<file path="config.mk">
export PLATFORM = sky130hd
export DESIGN_NAME = adc_conv_ctrl
export DESIGN_NICKNAME = d
export VERILOG_FILES = /design/src/common/adc_conv_pkg.sv /design/src/hw/tad_gen.sv /design/src/hw/sar_core.sv /design/src/hw/adc_conv_ctrl.sv
export SDC_FILE = /design/constraint.sdc
export NUM_CORES = 1
export LEC_CHECK = 0
export BUFFER_PORTS_ARGS = -buffer_cell sky130_fd_sc_hd__clkbuf_2
export CAP_MARGIN = 25
export CORE_MARGIN = 2
export CORE_UTILIZATION = 48
export CTS_CLUSTER_DIAMETER = 30
export DETAILED_ROUTE_END_ITERATION = 8
export GPL_ROUTABILITY_DRIVEN = 0
export GPL_TIMING_DRIVEN = 0
export PLACE_DENSITY = 0.73
export SYNTH_ARGS = -nofsm -noshare
export SYNTH_HDL_FRONTEND = slang
export SYNTH_SLANG_ARGS = --single-unit
</file>
<file path="constraint.sdc">
create_clock -name sys_clk_i -period 7.01 [get_ports sys_clk_i]
set_input_delay 0 -clock sys_clk_i [delete_from_list [all_inputs] [get_ports sys_clk_i]]
set_output_delay 0 -clock sys_clk_i [all_outputs]
set_load 0.01 [all_outputs]
</file>
<file path="src/common/adc_conv_pkg.sv">
// constants shared by the converter control block
//
// Functional notes
// - ref_select picks external reference or supply
// - port_analog_cfg bits: 1 analog, reset ones
// - fourth pin bit reads zero unless port
// - acq_time_sel codes give 0..20 conversion periods
// - internal RC clock starts one instruction later
// - only internal RC clock converts in sleep
// - successive approximation on held sample
// - reset restores control defaults, aborts any conversion
// - done loads result, clears go, sets flag
// - reset leaves result pair untouched
// - two periods pass before sampling resumes
// - conversion takes eleven periods
// - code 000 converts at once, sampling stops
// - go reads busy; converter_on gates module
// - channel_select routes input 0..3
package adc_conv_pkg;
	localparam int          ADDR_W        = 5;
	localparam logic [4:0]  OFS_CTRL      = 5'h00;
	localparam logic [4:0]  OFS_PIN_CFG   = 5'h04;
	localparam logic [4:0]  OFS_TIM_CFG   = 5'h08;
	localparam logic [4:0]  OFS_RES_HIGH  = 5'h0C;
	localparam logic [4:0]  OFS_RES_LOW   = 5'h10;
	localparam logic [4:0]  OFS_STATUS    = 5'h14;
	// control word fields
	localparam int          CTRL_ON_BIT   = 0;
	localparam int          CTRL_GO_BIT   = 1;
	localparam int          CTRL_CHAN_LSB = 2;
	// pin and reference fields
	localparam int          PIN_REF_BIT   = 4;
	localparam logic [7:0]  PIN_CFG_RST   = 8'h0F;
	// timing and format fields
	localparam int          TIM_JUST_BIT  = 7;
	localparam int          TIM_ACQ_LSB   = 3;
	localparam logic [7:0]  TIM_CFG_RST   = 8'h00;
	localparam logic [2:0]  CLK_SEL_RC    = 3'h7;
	localparam int          STAT_DONE_BIT = 0;
	localparam int          RES_W         = 10;
	// acquisition length in conversion periods per acq_time_sel code
	localparam logic [4:0]  ACQ_TADS_TAB [0:7] = '{5'h00, 5'h02,
		5'h04, 5'h06, 5'h08, 5'h0C, 5'h10, 5'h14};
	localparam logic [4:0]  GAP_TADS      = 5'h02;
	localparam int          CONV_TADS     = 11;
	localparam int          CLK_PERIOD_NS = 50;
	localparam int          INSTR_CYCLE_NS = 200;
	localparam int          INSTR_CYCLE_CYC =
		(INSTR_CYCLE_NS + CLK_PERIOD_NS - 1) / CLK_PERIOD_NS;
	localparam logic [1:0]  RESP_OKAY     = 2'h0;
	localparam logic [1:0]  RESP_SLVERR   = 2'h2;
endpackage

</file>
<file path="src/hw/tad_gen.sv">
// conversion period tick generator
`timescale 1ns/100ps
`default_nettype none
module tad_gen
	import adc_conv_pkg::*;
#(
	parameter int CNT_W = 6
) (
	input  wire logic             sys_clk_i,
	input  wire logic             rst_n_i,
	input  wire logic             run_i,
	input  wire logic             sleep_i,
	input  wire logic             rc_tick_i,
	input  wire logic [2:0]       sel_i,
	output logic                  tad_tick_o
);
	if (CNT_W < 6) begin : g_chk
		$error("tad_gen: CNT_W must hold a divide by 64");
	end

	logic [CNT_W-1:0] cnt_reg;
	logic [CNT_W-1:0] cnt_next;
	logic [CNT_W-1:0] last;
	logic             rc_sel;

	always_comb begin
		rc_sel = (sel_i[1:0] == CLK_SEL_RC[1:0]);
		case (sel_i)
			3'h0: last = CNT_W'(1);
			3'h4: last = CNT_W'(3);
			3'h1: last = CNT_W'(7);
			3'h5: last = CNT_W'(15);
			3'h2: last = CNT_W'(31);
			3'h6: last = CNT_W'(63);
			default: last = '0;
		endcase
		// oscillator-derived periods stop in sleep, RC keeps running
		if (rc_sel) begin
			tad_tick_o = run_i && rc_tick_i;
		end else begin
			tad_tick_o = run_i && !sleep_i && (cnt_reg == last);
		end
		if (!run_i || tad_tick_o) begin
			cnt_next = '0;
		end else if (rc_sel || sleep_i) begin
			cnt_next = cnt_reg;
		end else begin
			cnt_next = cnt_reg + CNT_W'(1);
		end
	end

	always_ff @(posedge sys_clk_i) begin
		if (!rst_n_i) begin
			cnt_reg <= '0;
		end else begin
			cnt_reg <= cnt_next;
		end
	end
endmodule
`default_nettype wire

</file>
<file path="src/hw/sar_core.sv">
// successive approximation register
`timescale 1ns/100ps
`default_nettype none
module sar_core
	import adc_conv_pkg::*;
#(
	parameter int WIDTH = RES_W
) (
	input  wire logic             sys_clk_i,
	input  wire logic             rst_n_i,
	input  wire logic             start_i,
	input  wire logic             abort_i,
	input  wire logic             tad_i,
	input  wire logic             comp_i,
	output logic                  busy_o,
	output logic                  done_o,
	output logic [WIDTH-1:0]      trial_o
);
	if (WIDTH < 2 || WIDTH > 14) begin : g_chk
		$error("sar_core: WIDTH out of range");
	end

	localparam logic [WIDTH-1:0] MSB = {1'b1, {(WIDTH-1){1'b0}}};

	logic             busy_reg, busy_next;
	logic             first_reg, first_next;
	logic             done_reg, done_next;
	logic [WIDTH-1:0] mask_reg, mask_next;
	logic [WIDTH-1:0] approx_reg, approx_next;
	logic [4:0]       tcnt_reg, tcnt_next;

	// comp_i high means held input is at or above the trial code
	always_comb begin
		busy_next   = busy_reg;
		first_next  = first_reg;
		mask_next   = mask_reg;
		approx_next = approx_reg;
		done_next   = 1'b0;
		tcnt_next   = tcnt_reg;
		if (abort_i) begin
			busy_next = 1'b0;
		end else if (start_i && !busy_reg) begin
			busy_next   = 1'b1;
			first_next  = 1'b1;
			mask_next   = '0;
			approx_next = '0;
			tcnt_next   = '0;
		end else if (busy_reg && tad_i) begin
			tcnt_next = tcnt_reg + 5'h01;
			// first period settles the hold, then one bit per period
			if (first_reg) begin
				first_next  = 1'b0;
				mask_next   = MSB;
				approx_next = MSB;
			end else begin
				approx_next = comp_i ? approx_reg : (approx_reg & ~mask_reg);
				mask_next   = mask_reg >> 1;
				approx_next = approx_next | mask_next;
				if (mask_reg[0]) begin
					busy_next = 1'b0;
					done_next = 1'b1;
				end
			end
		end
	end

	always_ff @(posedge sys_clk_i) begin
		if (!rst_n_i) begin
			busy_reg   <= 1'b0;
			first_reg  <= 1'b0;
			done_reg   <= 1'b0;
			mask_reg   <= '0;
			approx_reg <= '0;
			tcnt_reg   <= '0;
		end else begin
			busy_reg   <= busy_next;
			first_reg  <= first_next;
			done_reg   <= done_next;
			mask_reg   <= mask_next;
			approx_reg <= approx_next;
			tcnt_reg   <= tcnt_next;
		end
	end

	assign busy_o  = busy_reg;
	assign done_o  = done_reg;
	assign trial_o = approx_reg;
endmodule
`default_nettype wire

</file>
<file path="src/hw/adc_conv_ctrl.sv">
// converter control: register slave, sequencer and result format
//
// Added by the designer: the AXI4-Lite interface to the registers and the placing of the registers.
`timescale 1ns/100ps
`default_nettype none
module adc_conv_ctrl
	import adc_conv_pkg::*;
(
	input  wire logic              sys_clk_i,
	input  wire logic              rst_n_i,
	input  wire logic              s_axi_awvalid,
	output logic                   s_axi_awready,
	input  wire logic [ADDR_W-1:0] s_axi_awaddr,
	input  wire logic              s_axi_wvalid,
	output logic                   s_axi_wready,
	input  wire logic [31:0]       s_axi_wdata,
	input  wire logic [3:0]        s_axi_wstrb,
	output logic                   s_axi_bvalid,
	input  wire logic              s_axi_bready,
	output logic [1:0]             s_axi_bresp,
	input  wire logic              s_axi_arvalid,
	output logic                   s_axi_arready,
	input  wire logic [ADDR_W-1:0] s_axi_araddr,
	output logic                   s_axi_rvalid,
	input  wire logic              s_axi_rready,
	output logic [31:0]            s_axi_rdata,
	output logic [1:0]             s_axi_rresp,
	input  wire logic              sleep_i,
	input  wire logic              rc_tick_i,
	input  wire logic              comp_i,
	input  wire logic              pin3_port_i,
	output logic                   converter_on_o,
	output logic                   ref_select_o,
	output logic [3:0]             port_analog_o,
	output logic [1:0]             channel_select_o,
	output logic                   sample_o,
	output logic [RES_W-1:0]       dac_code_o,
	output logic                   conv_done_flag_o
);
	typedef enum logic [2:0] {
		ST_SAMPLE, ST_RCDLY, ST_ACQ, ST_CONV, ST_GAP
	} seq_state_t;

	// ****************************************
	// register bus slave
	// ****************************************
	logic              aw_have_reg, aw_have_next;
	logic              w_have_reg, w_have_next;
	logic [ADDR_W-1:0] awaddr_reg, awaddr_next;
	logic [7:0]        wdata_reg, wdata_next;
	logic              wstrb_reg, wstrb_next;
	logic              bvalid_reg, bvalid_next;
	logic [1:0]        bresp_reg, bresp_next;
	logic              rvalid_reg, rvalid_next;
	logic [7:0]        rdata_reg, rdata_next;
	logic [1:0]        rresp_reg, rresp_next;
	logic              wr_en;
	logic              wr_hit;
	logic              rd_hit;
	logic [7:0]        rd_val;

	logic [7:0]        ctrl_rd, pin_rd, tim_reg, pin_reg;
	logic [15:0]       res_reg;
	logic              on_reg, go_reg, flag_reg;
	logic [1:0]        chan_reg;

	always_comb begin
		ctrl_rd = {4'h0, chan_reg, go_reg, on_reg};
		// fourth pin bit is hidden when that pin is not a port pin
		pin_rd = {3'h0, pin_reg[PIN_REF_BIT],
			pin_reg[3] & pin3_port_i, pin_reg[2:0]};
		rd_hit = 1'b1;
		case (s_axi_araddr)
			OFS_CTRL:     rd_val = ctrl_rd;
			OFS_PIN_CFG:  rd_val = pin_rd;
			OFS_TIM_CFG:  rd_val = {tim_reg[7], 1'b0, tim_reg[5:0]};
			OFS_RES_HIGH: rd_val = res_reg[15:8];
			OFS_RES_LOW:  rd_val = res_reg[7:0];
			OFS_STATUS:   rd_val = {7'h00, flag_reg};
			default: begin
				rd_val = 8'h00;
				rd_hit = 1'b0;
			end
		endcase
		case (awaddr_reg)
			OFS_CTRL, OFS_PIN_CFG, OFS_TIM_CFG, OFS_STATUS: wr_hit = 1'b1;
			OFS_RES_HIGH, OFS_RES_LOW: wr_hit = 1'b1;
			default: wr_hit = 1'b0;
		endcase
		aw_have_next = aw_have_reg;
		w_have_next  = w_have_reg;
		awaddr_next  = awaddr_reg;
		wdata_next   = wdata_reg;
		wstrb_next   = wstrb_reg;
		bvalid_next  = bvalid_reg;
		bresp_next   = bresp_reg;
		rvalid_next  = rvalid_reg;
		rdata_next   = rdata_reg;
		rresp_next   = rresp_reg;
		s_axi_awready = !aw_have_reg && !bvalid_reg;
		s_axi_wready  = !w_have_reg && !bvalid_reg;
		s_axi_arready = !rvalid_reg;
		wr_en = aw_have_reg && w_have_reg && !bvalid_reg;
		if (s_axi_awvalid && s_axi_awready) begin
			aw_have_next = 1'b1;
			awaddr_next  = s_axi_awaddr;
		end
		if (s_axi_wvalid && s_axi_wready) begin
			w_have_next = 1'b1;
			wdata_next  = s_axi_wdata[7:0];
			wstrb_next  = s_axi_wstrb[0];
		end
		if (wr_en) begin
			aw_have_next = 1'b0;
			w_have_next  = 1'b0;
			bvalid_next  = 1'b1;
			bresp_next   = wr_hit ? RESP_OKAY : RESP_SLVERR;
		end else if (bvalid_reg && s_axi_bready) begin
			bvalid_next = 1'b0;
		end
		if (s_axi_arvalid && s_axi_arready) begin
			rvalid_next = 1'b1;
			rdata_next  = rd_val;
			rresp_next  = rd_hit ? RESP_OKAY : RESP_SLVERR;
		end else if (rvalid_reg && s_axi_rready) begin
			rvalid_next = 1'b0;
		end
	end

	always_ff @(posedge sys_clk_i) begin
		if (!rst_n_i) begin
			aw_have_reg <= 1'b0;
			w_have_reg  <= 1'b0;
			awaddr_reg  <= '0;
			wdata_reg   <= 8'h00;
			wstrb_reg   <= 1'b0;
			bvalid_reg  <= 1'b0;
			bresp_reg   <= RESP_OKAY;
			rvalid_reg  <= 1'b0;
			rdata_reg   <= 8'h00;
			rresp_reg   <= RESP_OKAY;
		end else begin
			aw_have_reg <= aw_have_next;
			w_have_reg  <= w_have_next;
			awaddr_reg  <= awaddr_next;
			wdata_reg   <= wdata_next;
			wstrb_reg   <= wstrb_next;
			bvalid_reg  <= bvalid_next;
			bresp_reg   <= bresp_next;
			rvalid_reg  <= rvalid_next;
			rdata_reg   <= rdata_next;
			rresp_reg   <= rresp_next;
		end
	end

	assign s_axi_bvalid = bvalid_reg;
	assign s_axi_bresp  = bresp_reg;
	assign s_axi_rvalid = rvalid_reg;
	assign s_axi_rdata  = {24'h000000, rdata_reg};
	assign s_axi_rresp  = rresp_reg;

	// ****************************************
	// configuration and conversion sequencer
	// ****************************************
	seq_state_t  st_reg, st_next;
	logic [4:0]  cnt_reg, cnt_next;
	logic        on_next, go_next, flag_next;
	logic [1:0]  chan_next;
	logic [7:0]  pin_next, tim_next;
	logic [15:0] res_next;
	logic        rc_sel, tad_tick, tad_run;
	logic        sar_start, sar_abort, sar_done;
	logic [4:0]  acq_tads;
	logic [RES_W-1:0] sar_val;
	logic        wr_ok;

	always_comb begin
		wr_ok     = wr_en && wstrb_reg;
		rc_sel    = (tim_reg[1:0] == CLK_SEL_RC[1:0]);
		acq_tads  = ACQ_TADS_TAB[tim_reg[TIM_ACQ_LSB +: 3]];
		st_next   = st_reg;
		cnt_next  = cnt_reg;
		on_next   = on_reg;
		go_next   = go_reg;
		flag_next = flag_reg;
		chan_next = chan_reg;
		pin_next  = pin_reg;
		tim_next  = tim_reg;
		res_next  = res_reg;
		sar_start = 1'b0;
		sar_abort = 1'b0;
		if (wr_ok && awaddr_reg == OFS_CTRL) begin
			on_next   = wdata_reg[CTRL_ON_BIT];
			chan_next = wdata_reg[CTRL_CHAN_LSB +: 2];
			if (wdata_reg[CTRL_GO_BIT]) begin
				go_next = 1'b1;
			end
		end
		if (wr_ok && awaddr_reg == OFS_PIN_CFG) begin
			pin_next = {3'h0, wdata_reg[4:0]};
		end
		if (wr_ok && awaddr_reg == OFS_TIM_CFG) begin
			tim_next = {wdata_reg[7], 1'b0, wdata_reg[5:0]};
		end
		if (wr_ok && awaddr_reg == OFS_STATUS && wdata_reg[STAT_DONE_BIT]) begin
			flag_next = 1'b0;
		end
		case (st_reg)
			ST_SAMPLE: begin
				cnt_next = '0;
				if (go_reg) begin
					if (rc_sel) begin
						st_next = ST_RCDLY;
					end else if (acq_tads == 5'h00) begin
						st_next   = ST_CONV;
						sar_start = 1'b1;
					end else begin
						st_next = ST_ACQ;
					end
				end
			end
			ST_RCDLY: begin
				if (cnt_reg == 5'(INSTR_CYCLE_CYC - 1)) begin
					cnt_next = '0;
					if (acq_tads == 5'h00) begin
						st_next   = ST_CONV;
						sar_start = 1'b1;
					end else begin
						st_next = ST_ACQ;
					end
				end else begin
					cnt_next = cnt_reg + 5'h01;
				end
			end
			ST_ACQ: begin
				if (tad_tick) begin
					if (cnt_reg == acq_tads - 5'h01) begin
						cnt_next  = '0;
						st_next   = ST_CONV;
						sar_start = 1'b1;
					end else begin
						cnt_next = cnt_reg + 5'h01;
					end
				end
			end
			ST_CONV: begin
				if (sar_done) begin
					st_next   = ST_GAP;
					cnt_next  = '0;
					go_next   = 1'b0;
					flag_next = 1'b1;
					// result follows the justification in force at the end
					if (tim_reg[TIM_JUST_BIT]) begin
						res_next = {6'h00, sar_val};
					end else begin
						res_next = {sar_val, 6'h00};
					end
				end
			end
			ST_GAP: begin
				if (tad_tick) begin
					if (cnt_reg == GAP_TADS - 5'h01) begin
						st_next = ST_SAMPLE;
					end else begin
						cnt_next = cnt_reg + 5'h01;
					end
				end
			end
			default: st_next = ST_SAMPLE;
		endcase
		// turning the module off drops whatever is in flight
		if (!on_next) begin
			st_next   = ST_SAMPLE;
			go_next   = 1'b0;
			sar_abort = 1'b1;
			sar_start = 1'b0;
		end
		tad_run = (st_reg == ST_ACQ) || (st_reg == ST_CONV) ||
			(st_reg == ST_GAP);
	end

	always_ff @(posedge sys_clk_i) begin
		if (!rst_n_i) begin
			st_reg   <= ST_SAMPLE;
			cnt_reg  <= '0;
			on_reg   <= 1'b0;
			go_reg   <= 1'b0;
			flag_reg <= 1'b0;
			chan_reg <= 2'h0;
			pin_reg  <= PIN_CFG_RST;
			tim_reg  <= TIM_CFG_RST;
		end else begin
			st_reg   <= st_next;
			cnt_reg  <= cnt_next;
			on_reg   <= on_next;
			go_reg   <= go_next;
			flag_reg <= flag_next;
			chan_reg <= chan_next;
			pin_reg  <= pin_next;
			tim_reg  <= tim_next;
		end
	end

	// result pair is deliberately outside reset
	always_ff @(posedge sys_clk_i) begin
		res_reg <= res_next;
	end

	tad_gen u_tad (
		.sys_clk_i  (sys_clk_i),
		.rst_n_i    (rst_n_i),
		.run_i      (tad_run),
		.sleep_i    (sleep_i),
		.rc_tick_i  (rc_tick_i),
		.sel_i      (tim_reg[2:0]),
		.tad_tick_o (tad_tick)
	);

	sar_core #(.WIDTH(RES_W)) u_sar (
		.sys_clk_i (sys_clk_i),
		.rst_n_i   (rst_n_i),
		.start_i   (sar_start),
		.abort_i   (sar_abort),
		.tad_i     (tad_tick),
		.comp_i    (comp_i),
		.busy_o    (),
		.done_o    (sar_done),
		.trial_o   (sar_val)
	);

	assign converter_on_o   = on_reg;
	assign ref_select_o     = pin_reg[PIN_REF_BIT];
	assign port_analog_o    = {pin_reg[3] & pin3_port_i, pin_reg[2:0]};
	assign channel_select_o = chan_reg;
	assign dac_code_o       = sar_val;
	assign conv_done_flag_o = flag_reg;
	// hold switch opens once go is taken with no automatic acquisition
	assign sample_o = on_reg && ((st_reg == ST_SAMPLE) || (st_reg == ST_ACQ) ||
		(st_reg == ST_RCDLY && acq_tads != 5'h00));
endmodule
`default_nettype wire

</file>
# ---- Word-level counts from Yosys, hierarchy flattened
# Memory sizes are Yosys's and may differ from the RTL's.
# Index checks and enable logic that the tools add are counted.
dict set report word_totals {
  n_memories 1
  latch_bits 0
  ram_bits 0
  regBits 100
  rom_bits 40
}
# name depth width read_ports rd_ports_with_merged_regs wr line_no
set memory_table {}
lappend memory_table {{(name not given)} 8 5 1 0 0 adc_conv_ctrl.sv:180} ;# acq_tads = ACQ_TADS_TAB[tim_reg[TIM_ACQ_LSB +: 3]];
dict set report op_classes {
  bitwise 8
  shift 0
  n_mul 0
  addsub 3
  n_mux 61
  n_div 0
  magnitude_cmp 1
  n_reduce_logical 57
  n_eq_ne 33
}
# operator count
set ops {}
lappend ops {{10-bit two-way mux} 8}
lappend ops {{8-bit case mux with 6 select lines} 1}
lappend ops {{5-bit two-way mux} 8}
lappend ops {{6-bit case mux with 6 select lines} 1}
lappend ops {{1-bit two-way mux} 30}
lappend ops {{5-bit case mux with 5 select lines} 1}
lappend ops {{1-bit logical AND} 22}
lappend ops {{3-bit two-way mux} 7}
lappend ops {{5-bit by 4-bit == test with 1-bit output (second input constant)} 4}
lappend ops {{5-bit == test (second input constant)} 4}
lappend ops {{5-bit logical NOT} 3}
lappend ops {{3-bit case mux with 5 select lines} 1}
lappend ops {{3-bit == test (second input constant)} 4}
lappend ops {{2-bit inequality test (second input constant)} 6}
lappend ops {{6-bit OR reduction} 2}
lappend ops {{10-bit AND} 1}
lappend ops {{5-bit by 3-bit == test with 1-bit output (second input constant)} 2}
lappend ops {{10-bit inverter} 1}
lappend ops {{10-bit by 9-bit OR with 10-bit output} 1}
lappend ops {{5-bit nonzero test} 2}
lappend ops {{3-bit by 2-bit == test with 1-bit output (second input constant)} 3}
lappend ops {{2-bit nonzero test} 4}
lappend ops {{1-bit logical NOT} 7}
lappend ops {{7-bit AND reduction} 1}
lappend ops {{23 further kinds} 39}

# ---- Depth between registers and ports, before layout
# Gate-level depths: netlist (run 1).
dict set report logic_depth {
  depth_word 13
  mapped_depth 12
}

# ---- Hierarchy
# A second synthesis (run 1) with hierarchy kept.
dict set report hier_totals {
  hier_cells 545
  area_unflattened_um2 5170.0
}
# module seq_area_each_um2 area_each_um2 cells_each instances
set modules_own_cells {}
lappend modules_own_cells {adc_conv_ctrl 1521.5 3698.5 391 1}
lappend modules_own_cells {sar_core 460.4 1009.7 107 1}
lappend modules_own_cells {tad_gen 120.1 461.7 47 1}

# ---- Worst setup path before layout (run 1)
# OpenSTA, ideal clock, no wires.
dict set report synth_path {
  path_kind {reg-to-reg}
  startpoint {reg tim_reg[5]}
  endpoint {reg u_sar.approx_reg[2], in the netlist u_sar.trial_o[2]}
  t_arrival_ns 2.139
  stages_incl_launch_ff 13
  slack_ns 4.754
  period_less_slack_ns 2.256
  path_buffers 3
  path_cell_list {dfxtp_1 > clkbuf_1 > mux2i_1 > ha_1 > xor2_1 > xnor2_1 > nand4_1 > nor4_1 > a31o_1 > nand2b_1 > buf_4 > buf_6 > o21ai_1}
}
dict set report synth_between {
  elab_chain_len 13
  word_cells_on_any_way 19
  classes_between {1 x add/sub; 1 x eq/ne; 11 x mux; 1 x bitwise; 4 x reduce/logical; 1 x memory}
}
# item line_no
set synth_rtl {}
lappend synth_rtl {{from (decl)} adc_conv_ctrl.sv:62} ;# logic [7:0] ctrl_rd, pin_rd, tim_reg, pin_reg;
lappend synth_rtl {{from (signal assigned)} adc_conv_ctrl.sv:300} ;# tim_reg <= tim_next;
lappend synth_rtl {{3-bit inverter with 4-bit output (not written as such) (*)} adc_conv_ctrl.sv:180}
lappend synth_rtl {{memory read 8 x 5 bit (*)} --}
lappend synth_rtl {{5-bit two-way mux (not written as such) (*) (2 in a row)} adc_conv_ctrl.sv:180}
lappend synth_rtl {{5-bit by 1-bit subtractor with 5-bit output / 5-bit logical NOT (equally long branches)} {adc_conv_ctrl.sv:237, adc_conv_ctrl.sv:214, adc_conv_ctrl.sv:225}}
lappend synth_rtl {{5-bit == test / 1-bit two-way mux (equally long branches)} {adc_conv_ctrl.sv:237, adc_conv_ctrl.sv:214, adc_conv_ctrl.sv:225}}
lappend synth_rtl {{1-bit two-way mux, on equally long branches} {adc_conv_ctrl.sv:237, adc_conv_ctrl.sv:212}}
lappend synth_rtl {{1-bit two-way mux, on equally long branches} {adc_conv_ctrl.sv:236, adc_conv_ctrl.sv:211}}
lappend synth_rtl {{1-bit case mux with 3 select lines (*)} adc_conv_ctrl.sv:208} ;# case (st_reg)
lappend synth_rtl {{1-bit two-way mux (*)} adc_conv_ctrl.sv:272} ;# if (!on_next) begin
lappend synth_rtl {{1-bit logical AND (*)} sar_core.sv:42} ;# end else if (start_i && !busy_reg) begin
lappend synth_rtl {{2-bit nonzero test (no line)} --}
lappend synth_rtl {{2-bit AND reduction (no line)} --}
lappend synth_rtl {{to (signal assigned)} sar_core.sv:80} ;# approx_reg <= approx_next;
lappend synth_rtl {{to (decl)} sar_core.sv:29} ;# logic [WIDTH-1:0] approx_reg, approx_next;
# Every way passes the cells marked *; elsewhere a longest branch is shown, timed or not. The select of a mux whose other input is x is not followed.
# A chain may end at the register's enable or synchronous reset.

# ---- Worst setup path in the final report (run 1)
dict set report layout_path {
  startpoint {reg tim_reg[5]}
  endpoint {reg u_sar.approx_reg[5], in the netlist u_sar.trial_o[5]}
}
# The elaborated chain is that of the path after synthesis.

==> results.json, run 1 <==
{
  "final_nets": 710,
  "io_pins": 118,
  "power_uw": 1040,
  "syn_area_sq_um": 4660,
  "cts_made_buffers": 9,
  "vias_per_cell": 5.16,
  "cts_tree": "yes",
  "portBuffers": 62,
  "startpoint_type": "flop",
  "grt_setup_unrepaired": "no",
  "top_usage_layer": "met2",
  "dpl.cell_count": 743,
  "start_util_pct": 50.0,
  "grt_remaining_overflow": 0,
  "timing.final.ws_setup_ns": 4.21,
  "worstMarginPinSlew_ns": 0.788,
  "stdcell_count": 778,
  "synthArstFlopShare_pct": 0,
  "min_period_over_period_pct": 40.0,
  "grt_antenna_before_repair": 0,
  "path_class": "reg -> reg",
  "slowest_delay_ns": 0.36,
  "first_pass_iters": 5,
  "routed_wl_microns": 11200,
  "met1_usage_pct": 26.8,
  "cts_max_path_buffers": 2,
  "final_common_cell": "dfxtp_1",
  "hold_viol": 0,
  "ant_nets": 0,
  "grt_pass1_vias": 3625,
  "cts_resized": 0,
  "required_ns": 7.28,
  "grt_util_met2_pct": 37.2,
  "dieWidth_microns": 103,
  "root_buffer": "clkbuf_8",
  "seq_area_sq_um": 2100,
  "drv_cap": 0,
  "crit_chain": "clkbuf_1 > mux2i_1 > ha_1 > xor2_1 > xnor2_1 > nand4_1 > nor4_1 > a31o_1 > nand2b_1 > buf_4 > buf_6 > o21ai_1",
  "pre_cts_ws_ns": 4.19,
  "die_y_microns": 103,
  "synth_edf_count": 16,
  "worstPathArrival_ns": 3.07,
  "place_hpwl_microns": 8350,
  "hold_class": "in -> reg",
  "leakage_uw": 0.00229,
  "vdd.ir_drop.worst_mv": 0.111,
  "power_density_nw_per_um2": 185,
  "grt_usage_pct": 21.6,
  "ys_warn_count": 0,
  "cts_sinks": 97,
  "finalSetupTns_ns": 0,
  "largest_reg_flops": 16,
  "synth_cell_type_count": 62,
  "setup_viol": 0,
  "clk_latency_ns": 0.37,
  "wire_per_inst_microns": 14.3,
  "antenna_cells": 0,
  "drt_iter0_drc": 156,
  "drive_above_1_share_pct": 19.4,
  "relSlewSlack_pct": 47.0,
  "fp.coreArea_sq_um": 9330,
  "fill_cells": 825,
  "drcViolationCount": 0,
  "grt_pass1_wl_microns": 17700,
  "path_clk_slew_ns": 0.10,
  "grt_max_degree": 18,
  "crit_slowest_cell": "nor4_1",
  "avgSynthCellArea_sq_um": 8.86,
  "drv_slew": 0,
  "max_freq_mhz": 357,
  "met3_usage_pct": 4.75,
  "netlist_instances": 526,
  "ys_seq_area_share_pct": 45.1,
  "crit_fanout": 10,
  "layout_common_cells": "dfxtp_1, nand2_1, clkbuf_2",
  "min_period_ns": 2.80,
  "run_status": "finished clean",
  "critPathBufInv": 3,
  "vias": 4013,
  "clock_skew_ns": 0.0107,
  "multi_input_area_sq_um": 2290,
  "htreeDepth": 3,
  "syn2layout_area_growth_pct": 20.7,
  "ys.flop_type": "dfxtp_1",
  "fp-row-count": 35,
  "end_kind": "flop",
  "die-area_sq_um": 10500,
  "path_delay_family": "buffers and inverters",
  "ys_ff_latch": 97
}
metrics by stage:
| stage | hold WS, ns | utilization, % | area (sq um) |
|---|---|---|---|
| 2_1_floorplan | 0.0990 | - | 4760 |
| 3_5_place_dp | 0.203 | 56.1 | 5240 |
| 4_1_cts | 0.0711 | 60.3 | 5630 |
| 6_report | 0.0809 | 60.3 | 5630 |
| 5_1_grt | 0.136 | 60.3 | 5630 |
| 3_3_place_gp | 0.186 | 56.0 | 5230 |
power breakdown:
part	leakage, uW	internal [uW]	switching, uW
Sequential	0.000766	572	8.39
Combinational	0.00142	40.5	46.5
Clock	0.000105	169	207
Total	0.00229	782	262
per-layer routing:
| metal | vias up | part of all wire, % |
|---|---|---|
| li1 | 2024 | - |
| met1 | 1833 | 42 |
| met2 | 129 | 49 |
| met3 | 27 | 5.6 |
| met4 | 0 | 2.8 |
| met5 | - | 0 |
synth_stat cells (3+ instances only):
cell | count | area, sq um
nand2_1 | 63 | 236
mux2i_1 | 24 | 240
o21ai_1 | 10 | 50.1
xor2_1 | 5 | 43.8
nor3_1 | 6 | 30.0
a21oi_1 | 46 | 230
edfxtp_1 | 16 | 480
a22oi_1 | 3 | 22.5
buf_2 | 5 | 25.0
a211oi_1 | 4 | 30.0
a222oi_1 | 6 | 60.1
mux2_2 | 6 | 67.6
nand2b_1 | 11 | 68.8
nand4_1 | 4 | 25.0
buf_4 | 30 | 225
dfxtp_1 | 81 | 1620
and2_1 | 12 | 75.1
ha_1 | 9 | 113
nor2b_1 | 12 | 75.1
nor2_1 | 58 | 218
o21ai_0 | 28 | 140
nand3_1 | 12 | 60.1
clkbuf_1 | 14 | 52.6
inv_1 | 11 | 41.3
xnor2_1 | 5 | 43.8
final cells by class:
type | instances | share of cell area [%]
flip-flops and latches | 97 | 37.3
repair buffers | 82 | 9.03
multi-input cells | 390 | 40.6
inverters | 13 | 0.867
clock buffers | 9 | 2.20
clock inverters | 7 | 1.40
well taps | 129 | 2.87
plain buffers | 51 | 5.65
path summary, 6_finish.rpt:
path	start	to	slack, ns	depth (start not counted)
worst max-delay path	tim_reg[5]$_SDFFE_PN0P_	u_sar.trial_o[5]$_SDFFE_PN0P_	4.21	12
worst min-delay path	s_axi_arvalid	rdata_reg[0]$_SDFFE_PN0P_	0.08	4
worst max register to register	tim_reg[5]$_SDFFE_PN0P_	u_sar.trial_o[5]$_SDFFE_PN0P_	4.21	12
worst min register to register	wdata_reg[5]$_SDFFE_PN0P_	wdata_reg[5]$_SDFFE_PN0P_	0.47	2
what timing repair did:
item / CTS / global route
buffers inserted: 0 / 0
setup endpoints to repair: 0 / 0
endpoints found under the hold margin: 19 / 0
hold buffers: 19 / 0
cells by family (layout without fill, tap and decap cells):
family                     after synthesis  count (layout)  synth area share, %
DFF                                     97              97                 45.1
muxes                                   31              31                 7.09
and+or+nand+nor                        196             196                 20.4
buffers and inverters                   64             162                 7.86
other                                    1              26               0.0804
xor gates and xnor gates                10              10                 1.88
AOI/OAI and AO/OA                      118             118                 15.2
adders and majority gates                9               9                 2.42
worst min-delay path, stage by stage:
cell and delay, ns:
clkbuf_2 0.09, nor2b_1 0.17, nor2_1 0.09, a211oi_1 0.05
No activity file was read; power rests on OpenSTA's default activity.
==> run 2, diff against run 1 <==
- PLACE_DENSITY: 0.73 -> 0.76
- clock period: 7.01 -> 2.3 ns (I/O delays scaled with it)
==> run 2 against run 1 <==
  * The run now ends with setup timing left
  * Final area rose by 6.7%
  * Sequential power rose to 3.0 times the previous value
  * Clock skew is 0.00059 ns lower
  * Combinational power grew to 3.2 times the previous value
  * Clock power rose to 3.0 times the previous value
  * Register-to-register slack worse by 4.3 ns
  * Critical endpoint is now u_sar.trial_o[2]$_SDFFE_PN0P_
  * Via count increased by 5.1%
  * Critical path type unchanged
  * Highest routed layer unchanged
==> results.json, run 2 (synthesized netlist as in run 1, its figures left out) <==
{
  "r2r.worst_path.cells": 10,
  "end_kind": "flop",
  "portBuffers": 62,
  "fp-row-count": 35,
  "clock_skew_ns": 0.0101,
  "fin_util_pct": 64.4,
  "crit_slowest_cell": "dfxtp_4",
  "finish.instance_area_sq_um": 6010,
  "required_ns": 2.56,
  "grt_pass1_wl_microns": 18300,
  "final_common_cell": "dfxtp_1",
  "violations": "setup timing",
  "power_density_nw_per_um2": 527,
  "setup_viol": 4,
  "place_hpwl_microns": 8340,
  "hold_class": "in -> reg",
  "grt_usage_pct": 22.2,
  "fill_cells": 769,
  "finalSetupTns_ns": -0.109,
  "routed_wl_microns": 12000,
  "grt_max_degree": 21,
  "root_buffer": "clkbuf_8",
  "path_class": "reg -> reg",
  "htreeDepth": 3,
  "dieWidth_microns": 103,
  "drive_above_1_share_pct": 28.0,
  "crit_fanout": 7,
  "relSlewSlack_pct": 52.4,
  "first_pass_iters": 7,
  "clk_latency_ns": 0.37,
  "crit_cells": 10,
  "vdd.ir_drop.worst_mv": 0.360,
  "path_clk_slew_ns": 0.11,
  "drv_cap": 0,
  "io_pins": 118,
  "path_delay_family": "compound AO/OA/AOI/OAI gates",
  "whs_endpoint": "rdata_reg[0]$_SDFFE_PN0P_",
  "slowest_delay_ns": 0.39,
  "layout_common_cells": "dfxtp_1, clkbuf_2, nand2_1",
  "ant_nets": 0,
  "timing.rr.start": "tim_reg[0]$_SDFFE_PN0P_",
  "fp.coreArea_sq_um": 9330,
  "vias": 4219,
  "timing.final.ws_setup_ns": -0.0466,
  "drv_slew": 0,
  "hold_viol": 0,
  "vias_per_cell": 5.35,
  "cts_made_buffers": 9,
  "max_freq_mhz": 426,
  "grt_pass1_vias": 3869,
  "rrSetupSlack_ns": -0.05,
  "setup.worst_path.start": "tim_reg[0]$_SDFFE_PN0P_",
  "final_nets": 721,
  "cts_sinks": 97,
  "die-area_sq_um": 10500,
  "drcViolationCount": 0,
  "cts_max_path_buffers": 2,
  "crit_chain": "ha_4 > or3b_4 > a21oi_2 > o2111ai_2 > a21boi_2 > buf_6 > nand2_2 > buf_2 > o21ai_1 > o21ai_1",
  "min_period_over_period_pct": 102,
  "syn2layout_area_growth_pct": 28.8,
  "run_status": "complete, but fails checks",
  "grt_remaining_overflow": 0,
  "leakage_uw": 0.00242,
  "r2r_end": "u_sar.trial_o[2]$_SDFFE_PN0P_",
  "whs_path_depth": 4,
  "worstMarginPinSlew_ns": 0.709,
  "power_uw": 3170,
  "worstPathArrival_ns": 2.61,
  "grt_antenna_before_repair": 0,
  "dpl.cell_count": 743,
  "critPathBufInv": 2,
  "start_util_pct": 50.0,
  "hp-start": "s_axi_arvalid",
  "cts_tree": "yes",
  "min_period_ns": 2.35,
  "drt_iter0_drc": 207,
  "multi_input_area_sq_um": 2500,
  "largest_reg_flops": 16,
  "wire_per_inst_microns": 15.2,
  "die_y_microns": 103,
  "startpoint_type": "flop",
  "seq_area_sq_um": 2120,
  "dpl_cell_area_sq_um": 5240,
  "stdcell_count": 789,
  "cp_common_cell": "o21ai_1",
  "grt_setup_unrepaired": "yes",
  "antenna_cells": 0
}
run 2: stage by stage:
stage	setup WS [ns]	hold slack, ns
detailed placement	-0.537	0.203
floorplan	0.0441	0.0990
CTS	-0.0944	0.0639
global route	-0.126	0.0792
global placement	-0.455	0.187
finish	-0.0466	0.0748
run 2: repair_timing:
item,in CTS,in global routing
endpoints found under the hold margin,19,0
hold buffers,19,0
buffers inserted,5,6
gates resized for setup,20,67
gates cloned,0,3
pin swaps,7,21
setup endpoints to repair,31,40
run 2: worst max-delay path by stage:
stage                                     to
2_1_floorplan  u_sar.trial_o[2]$_SDFFE_PN0P_
5_1_grt        u_sar.trial_o[8]$_SDFFE_PN0P_
3_3_place_gp   u_sar.trial_o[6]$_SDFFE_PN0P_
6_report       u_sar.trial_o[2]$_SDFFE_PN0P_
4_1_cts        u_sar.trial_o[1]$_SDFFE_PN0P_
3_5_place_dp   u_sar.trial_o[6]$_SDFFE_PN0P_
run 2: worst reg2reg max path, cell delays in order, from the launching register on:
cell and delay, ns:
dfxtp_4 0.39, ha_4 0.19, or3b_4 0.38, a21oi_2 0.13
o2111ai_2 0.18, a21boi_2 0.29, buf_6 0.16, nand2_2 0.09
buf_2 0.19, o21ai_1 0.16, o21ai_1 0.09
run 2: area by class of cell:
class / instances / share of cell area [%]
Multi-Input combinational cell: 390 / 41.7
Sequential cell: 97 / 35.2
Timing Repair Buffer: 95 / 10.7
Buffer: 49 / 5.48
Tap cell: 129 / 2.69
Clock buffer: 9 / 2.06
Clock inverter: 7 / 1.33
Inverter: 13 / 0.812
run 2: per-layer routing:
metal	share of wire (%)	routed length, microns	global-route usage [%]	up-vias
met5	0	0	0	-
met4	2.3	276	6.26	0
met1	41	4850	28.1	2004
met2	52	6220	39.3	143
li1	-	-	-	2044
met3	5.2	624	3.73	28
run 2: where the power goes:
| part | internal [uW] | switching [uW] | leakage [uW] |
|---|---|---|---|
| registers | 1740 | 24.9 | 0.000770 |
| logic | 132 | 145 | 0.00155 |
| clock network | 435 | 692 | 0.0000998 |
